[src/pkg/hop_pkg.sv]
// shared constants and types for the auto frequency step sequencer
package hop_pkg;
  localparam int FREQ_W = 32;
  localparam int LEVEL_W = 16;
  localparam int IDX_W = 7;
  localparam int MAX_POINTS = 100;
  localparam int DWELL_W = 24;
  // role encoding on the role port
  localparam logic [1:0] ROLE_LEADER = 2'h0;
  localparam logic [1:0] ROLE_TIMED = 2'h1;
  localparam logic [1:0] ROLE_LEVEL = 2'h3;
  // fraction of the dwell before a level-follower measurement: 2/3
  localparam int MEAS_NUM = 2;
  localparam int MEAS_DEN = 3;
  typedef enum logic [2:0] {
    ST_IDLE = 3'h0,
    ST_ARM = 3'h1,
    ST_DWELL = 3'h3,
    ST_WAITLO = 3'h2,
    ST_STEP = 3'h6
  } seq_state_t;
endpackage

[src/pkg/hop_if.sv]
// dwell timer link between sequencer and timer
`timescale 1ns/1ps
interface hop_if;
  logic restart;
  logic [hop_pkg::DWELL_W-1:0] dwell_cycles;
  logic two_thirds;
  logic full;
  modport seq (output restart, output dwell_cycles,
               input two_thirds, input full);
  modport tmr (input restart, input dwell_cycles,
               output two_thirds, output full);
endinterface

[src/design/dwell_timer.sv]
// dwell timer giving a two-thirds mark and a full-period mark
`timescale 1ns/1ps
module dwell_timer (
  // clock and reset
  input wire logic mclk,
  input wire logic rst_n,
  // link to sequencer
  hop_if.tmr t
);
  import hop_pkg::*;
  logic [hop_pkg::DWELL_W-1:0] cnt_r;
  logic [hop_pkg::DWELL_W+1:0] cnt3;
  logic [hop_pkg::DWELL_W+1:0] lim2;
  // compare 3*elapsed against 2*dwell, avoiding a divider
  assign cnt3 = {2'h0, cnt_r} * 26'(MEAS_DEN);
  assign lim2 = {2'h0, t.dwell_cycles} * 26'(MEAS_NUM);
  assign t.two_thirds = cnt3 >= lim2;
  assign t.full = cnt_r >= t.dwell_cycles;
  // elapsed counter, saturates at the full period
  always_ff @(posedge mclk or negedge rst_n) begin
    if (!rst_n) cnt_r <= '0;
    else if (t.restart) cnt_r <= '0;
    else if (!t.full) cnt_r <= cnt_r + 1'b1;
  end
endmodule // dwell_timer

[src/design/hop_sequencer.sv]
// auto frequency step sequencer for a selective level receiver
// What this block does
// - at most 100 points, equal to point count (one if zero)
// - linear increments or fixed-frequency list in order
// - leader offers one-pass and repeat-pass
// - timed follower arms at low limit above threshold
// - below arm threshold, step on dwell timer
// - after high limit, return low and re-arm
// - both ends share limits, dwell, increment, points
// - level follower measures at two thirds dwell
// - level follower advances below threshold after dwell
// - start/stop starts, second press ends early
// - high limit: stop if one-pass, else restart
`timescale 1ns/1ps
module hop_sequencer #(
  parameter int DWELL_DEF = 1000
) (
  // clock and reset
  input wire logic mclk,
  input wire logic rst_n,
  // configuration
  input wire logic [1:0] role,
  input wire logic auto_hop_mode,
  input wire logic repeat_pass,
  input wire logic [hop_pkg::FREQ_W-1:0] sweep_low_freq,
  input wire logic [hop_pkg::FREQ_W-1:0] sweep_high_freq,
  input wire logic [hop_pkg::FREQ_W-1:0] freq_increment,
  input wire logic [hop_pkg::IDX_W-1:0] list_first_entry,
  input wire logic [hop_pkg::IDX_W-1:0] list_last_entry,
  input wire logic [hop_pkg::IDX_W-1:0] point_count,
  input wire logic [hop_pkg::DWELL_W-1:0] dwell_cycles,
  input wire logic [hop_pkg::LEVEL_W-1:0] arm_level_limit,
  input wire logic [hop_pkg::LEVEL_W-1:0] advance_level_limit,
  // command and level input
  input wire logic start_stop,
  input wire logic [hop_pkg::LEVEL_W-1:0] level,
  // fixed-frequency list lookup
  output logic [hop_pkg::IDX_W-1:0] list_addr,
  input wire logic [hop_pkg::FREQ_W-1:0] list_freq,
  // status and results
  output logic [hop_pkg::FREQ_W-1:0] tuned_freq,
  output logic step_strobe,
  output logic measure_strobe,
  output logic [hop_pkg::IDX_W-1:0] point_idx,
  output logic running
);
  import hop_pkg::*;
  seq_state_t state_r, state_nxt;
  hop_if tif();
  logic [FREQ_W-1:0] lin_freq_r;
  logic [IDX_W-1:0] addr_r, pidx_r, last_pts;
  logic step_r, meas_r, measured_r;
  logic lvl_above_arm, lvl_above_adv, at_end, do_step, do_wrap;
  logic leader, timed, lvlf, meas_now;

  dwell_timer dwell_timer_i (
    .mclk(mclk),
    .rst_n(rst_n),
    .t(tif.tmr)
  );

  // role decode and level comparisons
  // code 2 is unused and would park in the arm state until stopped
  assign leader = role == ROLE_LEADER;
  assign timed = role == ROLE_TIMED;
  assign lvlf = role == ROLE_LEVEL;
  assign lvl_above_arm = level > arm_level_limit;
  assign lvl_above_adv = level > advance_level_limit;
  // point count clamped to the trace capacity
  assign last_pts = (point_count == '0) ? IDX_W'(0) :
                    (point_count > IDX_W'(MAX_POINTS)) ?
                    IDX_W'(MAX_POINTS - 1) : point_count - 1'b1;
  // end of pass: high limit, last list entry or last point
  assign at_end = (pidx_r >= last_pts) ||
                  (auto_hop_mode ? (addr_r >= list_last_entry) :
                   (lin_freq_r + freq_increment > sweep_high_freq));
  assign list_addr = addr_r;
  // a zero dwell would mark full at once and step every other cycle, so fall back to the default
  assign tif.dwell_cycles = (dwell_cycles == '0) ?
                            DWELL_W'(DWELL_DEF) : dwell_cycles;

  // next state
  always_comb begin
    state_nxt = state_r;
    case (state_r)
      ST_IDLE: if (start_stop) state_nxt = leader ? ST_DWELL : ST_ARM;
      ST_ARM: if (timed && lvl_above_arm) state_nxt = ST_WAITLO;
        else if (lvlf) state_nxt = ST_DWELL;
      ST_WAITLO: if (!lvl_above_arm) state_nxt = ST_STEP;
      ST_DWELL: begin
        if (leader && tif.full) state_nxt = ST_STEP;
        else if (timed && tif.full) state_nxt = ST_STEP;
        else if (lvlf && tif.full && !lvl_above_adv)
          state_nxt = ST_STEP;
      end
      ST_STEP: state_nxt = ST_DWELL;
      default: state_nxt = ST_IDLE;
    endcase
    if (state_r == ST_STEP && at_end) begin
      if (timed) state_nxt = ST_ARM;
      else if (leader && !repeat_pass) state_nxt = ST_IDLE;
      else state_nxt = ST_DWELL;
    end
    if (state_r != ST_IDLE && start_stop) state_nxt = ST_IDLE;
  end

  assign do_step = state_r == ST_STEP && state_nxt == ST_DWELL && !at_end;
  assign do_wrap = state_r == ST_STEP && at_end;
  assign tif.restart = state_r != ST_DWELL;
  // measure: arm edge (timed), 2/3 dwell once above threshold (level), dwell end (leader, timed)
  assign meas_now = (state_r == ST_ARM && timed && lvl_above_arm) ||
                    (state_r == ST_DWELL && lvlf && lvl_above_adv &&
                     tif.two_thirds && !measured_r) ||
                    (state_r == ST_DWELL && !lvlf && tif.full &&
                     !measured_r);

  // state, frequency and point registers; a new pass starts at low limit
  always_ff @(posedge mclk or negedge rst_n) begin
    if (!rst_n) begin
      state_r <= ST_IDLE;
      lin_freq_r <= '0;
      addr_r <= '0;
      pidx_r <= '0;
      step_r <= 1'b0;
      meas_r <= 1'b0;
      measured_r <= 1'b0;
    end else begin
      state_r <= state_nxt;
      step_r <= do_step || do_wrap;
      meas_r <= meas_now;
      if (meas_now) measured_r <= 1'b1;
      // clear on idle too, so a stop right after a measure cannot leave
      // the first point of the next run unmeasured
      else if (state_r == ST_STEP || state_r == ST_IDLE) measured_r <= 1'b0;
      if (state_r == ST_IDLE || do_wrap) begin
        lin_freq_r <= sweep_low_freq;
        addr_r <= list_first_entry;
        pidx_r <= '0;
      end else if (do_step) begin
        lin_freq_r <= lin_freq_r + freq_increment;
        addr_r <= addr_r + 1'b1;
        pidx_r <= pidx_r + 1'b1;
      end
    end
  end

  // outputs from registers except list-sourced frequency
  assign tuned_freq = auto_hop_mode ? list_freq : lin_freq_r;
  assign step_strobe = step_r;
  assign measure_strobe = meas_r;
  assign point_idx = pidx_r;
  assign running = state_r != ST_IDLE;

  // point index never exceeds trace capacity
  pts_cap_a: assert property (@(posedge mclk) disable iff (!rst_n)
    pidx_r < IDX_W'(MAX_POINTS)) else $error("point index over cap");
  // a wrap always restarts the point index
  pts_wrap_a: assert property (@(posedge mclk) disable iff (!rst_n)
    do_wrap |=> pidx_r == '0) else $error("point index not restarted");
  // a second press while running always ends the sequence
  stop_press_a: assert property (@(posedge mclk) disable iff (!rst_n)
    (state_r != ST_IDLE && start_stop) |=> !running)
    else $error("second press did not stop");
  // the high limit ends a one-pass run and restarts a repeat run
  one_pass_a: assert property (@(posedge mclk) disable iff (!rst_n)
    (state_r == ST_STEP && at_end && leader && !repeat_pass && !start_stop)
    |=> state_r == ST_IDLE) else $error("one pass did not end");
  repeat_wrap_a: assert property (@(posedge mclk) disable iff (!rst_n)
    (do_wrap && leader && repeat_pass && !start_stop) |=>
    (running && pidx_r == '0)) else $error("repeat did not restart");
  // linear steps add one increment, list steps one address
  lin_step_a: assert property (@(posedge mclk) disable iff (!rst_n)
    (do_step && !auto_hop_mode) |=>
    lin_freq_r == $past(lin_freq_r) + $past(freq_increment))
    else $error("linear step wrong size");
  list_step_a: assert property (@(posedge mclk) disable iff (!rst_n)
    (do_step && auto_hop_mode) |=> addr_r == $past(addr_r) + 1'b1)
    else $error("list step skipped an entry");
  // list addresses never pass the programmed last entry
  list_range_a: assert property (@(posedge mclk) disable iff (!rst_n)
    (running && auto_hop_mode && list_first_entry <= list_last_entry) |->
    addr_r <= list_last_entry) else $error("list address past last entry");
  // a wrap returns to the low limit and the first list entry
  wrap_low_a: assert property (@(posedge mclk) disable iff (!rst_n)
    do_wrap |=> (lin_freq_r == $past(sweep_low_freq) &&
    addr_r == $past(list_first_entry))) else $error("wrap missed low limit");
  // the timed follower parks at the low limit until armed
  arm_meas_a: assert property (@(posedge mclk) disable iff (!rst_n)
    (state_r == ST_ARM && timed && lvl_above_arm) |=> measure_strobe)
    else $error("arm measure missing");
  arm_hold_a: assert property (@(posedge mclk) disable iff (!rst_n)
    (state_r == ST_ARM && timed && !lvl_above_arm && !start_stop) |=>
    (state_r == ST_ARM && lin_freq_r == $past(lin_freq_r)))
    else $error("timed follower left the arm state");
  // timed stepping starts on the falling level, then runs on the timer
  timed_step_a: assert property (@(posedge mclk) disable iff (!rst_n)
    (state_r == ST_WAITLO && !lvl_above_arm && !start_stop) |=>
    state_r == ST_STEP) else $error("timed step did not begin");
  timed_pace_a: assert property (@(posedge mclk) disable iff (!rst_n)
    (state_r == ST_DWELL && timed && tif.full && !start_stop) |=>
    state_r == ST_STEP) else $error("timed step not paced by dwell");
  timed_wrap_a: assert property (@(posedge mclk) disable iff (!rst_n)
    (do_wrap && timed && !start_stop) |=> state_r == ST_ARM)
    else $error("timed follower did not re-arm");
  // level follower: one late measure, advance only after a full dwell
  meas_late_a: assert property (@(posedge mclk) disable iff (!rst_n)
    (meas_now && lvlf) |-> tif.two_thirds)
    else $error("level measure too early");
  meas_once_a: assert property (@(posedge mclk) disable iff (!rst_n)
    (measure_strobe && lvlf) |=> !measure_strobe)
    else $error("level point measured twice");
  lvl_hold_a: assert property (@(posedge mclk) disable iff (!rst_n)
    (state_r == ST_DWELL && lvlf && !tif.full && !start_stop) |=>
    state_r == ST_DWELL) else $error("level follower left early");
  lvl_adv_a: assert property (@(posedge mclk) disable iff (!rst_n)
    (state_r == ST_DWELL && lvlf && tif.full && !lvl_above_adv &&
     !start_stop) |=> state_r == ST_STEP)
    else $error("level follower did not advance");
  // the leader steps once per dwell with a strobe
  lead_step_a: assert property (@(posedge mclk) disable iff (!rst_n)
    (do_step && leader) |=> (step_strobe && state_r == ST_DWELL))
    else $error("leader step strobe missing");
  lead_hold_a: assert property (@(posedge mclk) disable iff (!rst_n)
    (state_r == ST_DWELL && leader && !tif.full && !start_stop) |=>
    state_r == ST_DWELL) else $error("leader stepped before dwell");
endmodule // hop_sequencer

[config.mk]
export PLATFORM = sky130hd
export DESIGN_NAME = hop_sequencer
export DESIGN_NICKNAME = d
export VERILOG_FILES = /design/src/pkg/hop_pkg.sv /design/src/pkg/hop_if.sv /design/src/design/dwell_timer.sv /design/src/design/hop_sequencer.sv
export SDC_FILE = /design/constraint.sdc
export NUM_CORES = 1
export LEC_CHECK = 0
export BUFFER_PORTS_ARGS = -buffer_cell sky130_fd_sc_hd__buf_2
export CELL_PAD_IN_SITES_DETAIL_PLACEMENT = 0
export CELL_PAD_IN_SITES_GLOBAL_PLACEMENT = 1
export CORE_MARGIN = 5
export CORE_UTILIZATION = 40
export DETAILED_ROUTE_END_ITERATION = 8
export GPL_TIMING_DRIVEN = 0
export PLACE_DENSITY = 0.9
export REMOVE_ABC_BUFFERS = 1
export SYNTH_ARGS = -nofsm -noshare
export SYNTH_HDL_FRONTEND = slang
export SYNTH_HIERARCHICAL = 1
export SYNTH_SLANG_ARGS = --single-unit
export TNS_END_PERCENT = 20
[constraint.sdc]
create_clock -name mclk -period 5.75 [get_ports mclk]
set_clock_uncertainty 0.1 [all_clocks]
set_input_delay 0.575 -clock mclk [delete_from_list [all_inputs] [get_ports mclk]]
set_output_delay 0.575 -clock mclk [all_outputs]
set_load 0.005 [all_outputs]
==> out/qor.txt <==
status: complete, no violations
top cells by count, synth: ha_1 (186), inv_1 (133), nand2_1 (125)
Power Dens Cells: 313 nW/um^2
post-route clock period utilization: 96.5%
GPL Wtd Cong: 0.919
Final HPWL DP: 26.7 mm
first-pass GRT wire length: 51.4 mm
Sw Share: 45.4%
flops & latches, synth: 76
fin area: 13100 sq um
Synth Area in Compound Gates: 22.3%
GR Layer Usage met3: 3.40%
slew margin rel.: 21.2%
peak supply drop: 0.000233 V
Synth warnings: 6
WL/cell: 16.7 um
Vias: 10400
area of the die: 30100 sq um
crit end category: flop
net total in the final layout: 2000
Chip Width: 174 um
CTS clk-pin slew, worst paths: 0.07 ns
Synth Area in XOR/XNOR: 5.56%
num rows: 59
top-area cell type share of the netlist area: 21.7%
Hold Violations, Final: 0
CTS sink cnt: 76
DP Worst Slack: -1.17 ns
FF-to-FF End: lin_freq_r[15]
DRT iter0 DRCs: 406
Final Critical Period: 5.55 ns
largest net degree at the start of global routing: 49
Congestion Overflow GR: 0
register area share after synthesis: 17.8%
grt met1 use: 24.8%
Synth Area in Simple Gates: 18.4%
kind of critical path: flop to flop
# hold bufs at CTS: 0
vias in the first global route: 10400
biggest area consumer among synthesized cells: ha_1
Post-synth EDFFs: 0
P&R area growth vs syn: 22.2%
antenna-violating nets left: 0
clock power share: 14.0%
H-Tree Depth: 3
Total Routing Usage GR: 20.5%
CTS tree: done
Placed Area: 12400 sq um
via/cell ratio: 5.39
worst setup margin: 0.201 ns
Internal: 2.23 mW
most instantiated library cell after synthesis: ha_1
# fillers: 2567
proportion of layout cells with a drive suffix above 1: 27.0%
Synth Instances: 1323
CTS buffer count: 9
min-delay worst type: input pin to asynchronous set/reset pin
net load switching power: 1.86 mW
Post-Synth Adder-Cell Area: 22.1%
core area: 26200 sq um
clock root buffer: clkbuf_16
# port buffers: 276
WP data required: 5.87 ns
fin util: 49.9%
fmax: 180 MHz
r2r setup slk: 0.20 ns
top cells by area, synth: ha_1 (22%), dfrtp_1 (18%), a21oi_1 (5.1%)
Avg Synthesized Cell Area: 8.09 sq um
Synth Flop Type: dfrtp_1
Pleak: 6.84 nW
Crit. Startpoint: lin_freq_r[0]
DRT Pass-1 Iters: 4
Async SR Flop Fraction: 100%
Min Hold Slack: 0.0627 ns
worst r2r src: lin_freq_r[0]
Die Height: 174 um
reg2reg path depth: 22
largest family of logic cells by synthesized area: compound AO/OA/AOI/OAI gates
Fin Setup TNS: 0 ns
I/O Pins: 277
# DRC: 0
Setup-failing EPs final: 0
synthesized area: 10700 sq um
Slew Viols, Final: 0
Slew @ Worst Pin: 1.18 ns
Initial Util: 40.8%
Routed WL: 32.2 mm
initial antenna violation count: 5
Critical Path AT: 5.67 ns
Synth cell types: 84
worst-path maximum fanout: 9
Bufs on Longest Clock Path: 2
clk_lat worst skew: 0.34 ns
max-cap check violation count: 0
post-synthesis mux area share: 6.43%
share of power burned in registers: 20.1%
Worst setup SP type: flop
Comb power frac: 65.9%
busiest grt layer: met2
met2 GRT Util: 37.1%
==> timing repair <==
action                                  CTS  global route
gates cloned                              2             0
hold endpoints to repair                  0             0
gates resized for setup                  18            17
setup buffers                            12             7
endpoints found under the setup margin   49            46
pin swaps                                12            15
==> worst max-delay path by stage <==
stage / to / cells after the start
2_1_floorplan: lin_freq_r[28] / 21
3_3_place_gp: lin_freq_r[28] / 22
3_5_place_dp: lin_freq_r[22] / 22
4_1_cts: lin_freq_r[28] / 22
5_1_grt: point_idx[6] / 24
6_report: lin_freq_r[15] / 22
==> layer usage <==
layer / routed length (um) / share of wire (%) / vias up
li1: - / - / 5289
met1: 13500 / 42 / 4734
met2: 16100 / 50 / 301
met3: 1840 / 5.7 / 42
met4: 713 / 2.2 / 6
met5: 41 / 0.13 / -
==> layout make-up <==
class                      count  area [sq um]  area share (%)
antenna                        2          5.00          0.0383
multi-input combinational   1060          8190            62.6
inverter                     134           508            3.88
clock buffer                  12           267            2.04
clock inverter                 4          30.0           0.230
timing repair buffer         303          1760            13.4
tap                          335           419            3.20
sequential                    76          1900            14.5
==> cell families (layout without fill, tap and decap cells) <==
| kind of cell | count (synthesis) | count (layout) |
|---|---|---|
| simple gates | 385 | 385 |
| compound gates | 355 | 355 |
| fa+ha+maj | 188 | 188 |
| buf+inv | 187 | 453 |
| flops | 76 | 76 |
| xor+xnor | 68 | 68 |
| mux | 64 | 64 |
| other cells | 0 | 2 |
==> power by group through the flow <==
| stage | sequential [mW] | combinational [mW] | clock [mW] |
|---|---|---|---|
| finish | 0.824 | 2.70 | 0.571 |
| global route | 0.849 | 3.01 | 0.615 |
| CTS | 0.824 | 2.58 | 0.597 |
| detailed placement | 0.834 | 2.39 | 0 |
| global placement | 0.829 | 2.32 | 0 |
| floorplan | 0.784 | 1.73 | 0 |
==> placed cells by master, fill, tap and decap left out, types with 41 or more instances in the layout <==
cell type | netlist | routed
buf_2 | 9 | 275
ha_1 | 186 | 184
inv_1 | 133 | 133
nand2_1 | 125 | 125
a21oi_1 | 110 | 107
o21ai_0 | 82 | 80
dfrtp_1 | 76 | 76
nor2_1 | 75 | 75
xnor2_1 | 53 | 52
a21o_1 | 41 | 41
==> flip-flops by register name (all words and copies together) (netlist names) <==
name,flops
lin_freq_r,32
dwell_timer_i/cnt_r,24
list_addr,7
point_idx,7
state_r,3
measure_strobe,1
measured_r,1
step_strobe,1
==> critical path, cell delays in order (launching register included) <==
cell       delay [ns]
dfrtp_1          0.39
ha_4             0.15
inv_1            0.05
fa_2             0.34
nand2b_1         0.17
a21o_1           0.23
a211oi_4         0.33
o2111ai_4        0.20
a2111oi_4        0.36
o22ai_2          0.18
xnor2_2          0.18
ha_1             0.31
nand4_1          0.23
or4_1            0.57
a311o_1          0.38
a31oi_4          0.21
buf_4            0.16
nor4b_4          0.05
o2111ai_4        0.15
clkbuf_16        0.22
buf_12           0.14
mux2i_4          0.23
o21ai_0          0.09
==> per-stage QoR <==
| stage | power, mW | cells |
|---|---|---|
| 4_1_cts | 4.00 | 1917 |
| 2_1_floorplan | 2.51 | 1270 |
| 3_3_place_gp | 3.14 | 1881 |
| 6_report | 4.09 | 1926 |
| 5_1_grt | 4.47 | 1926 |
| 3_5_place_dp | 3.23 | 1887 |
(Power assumes the default switching activity.)
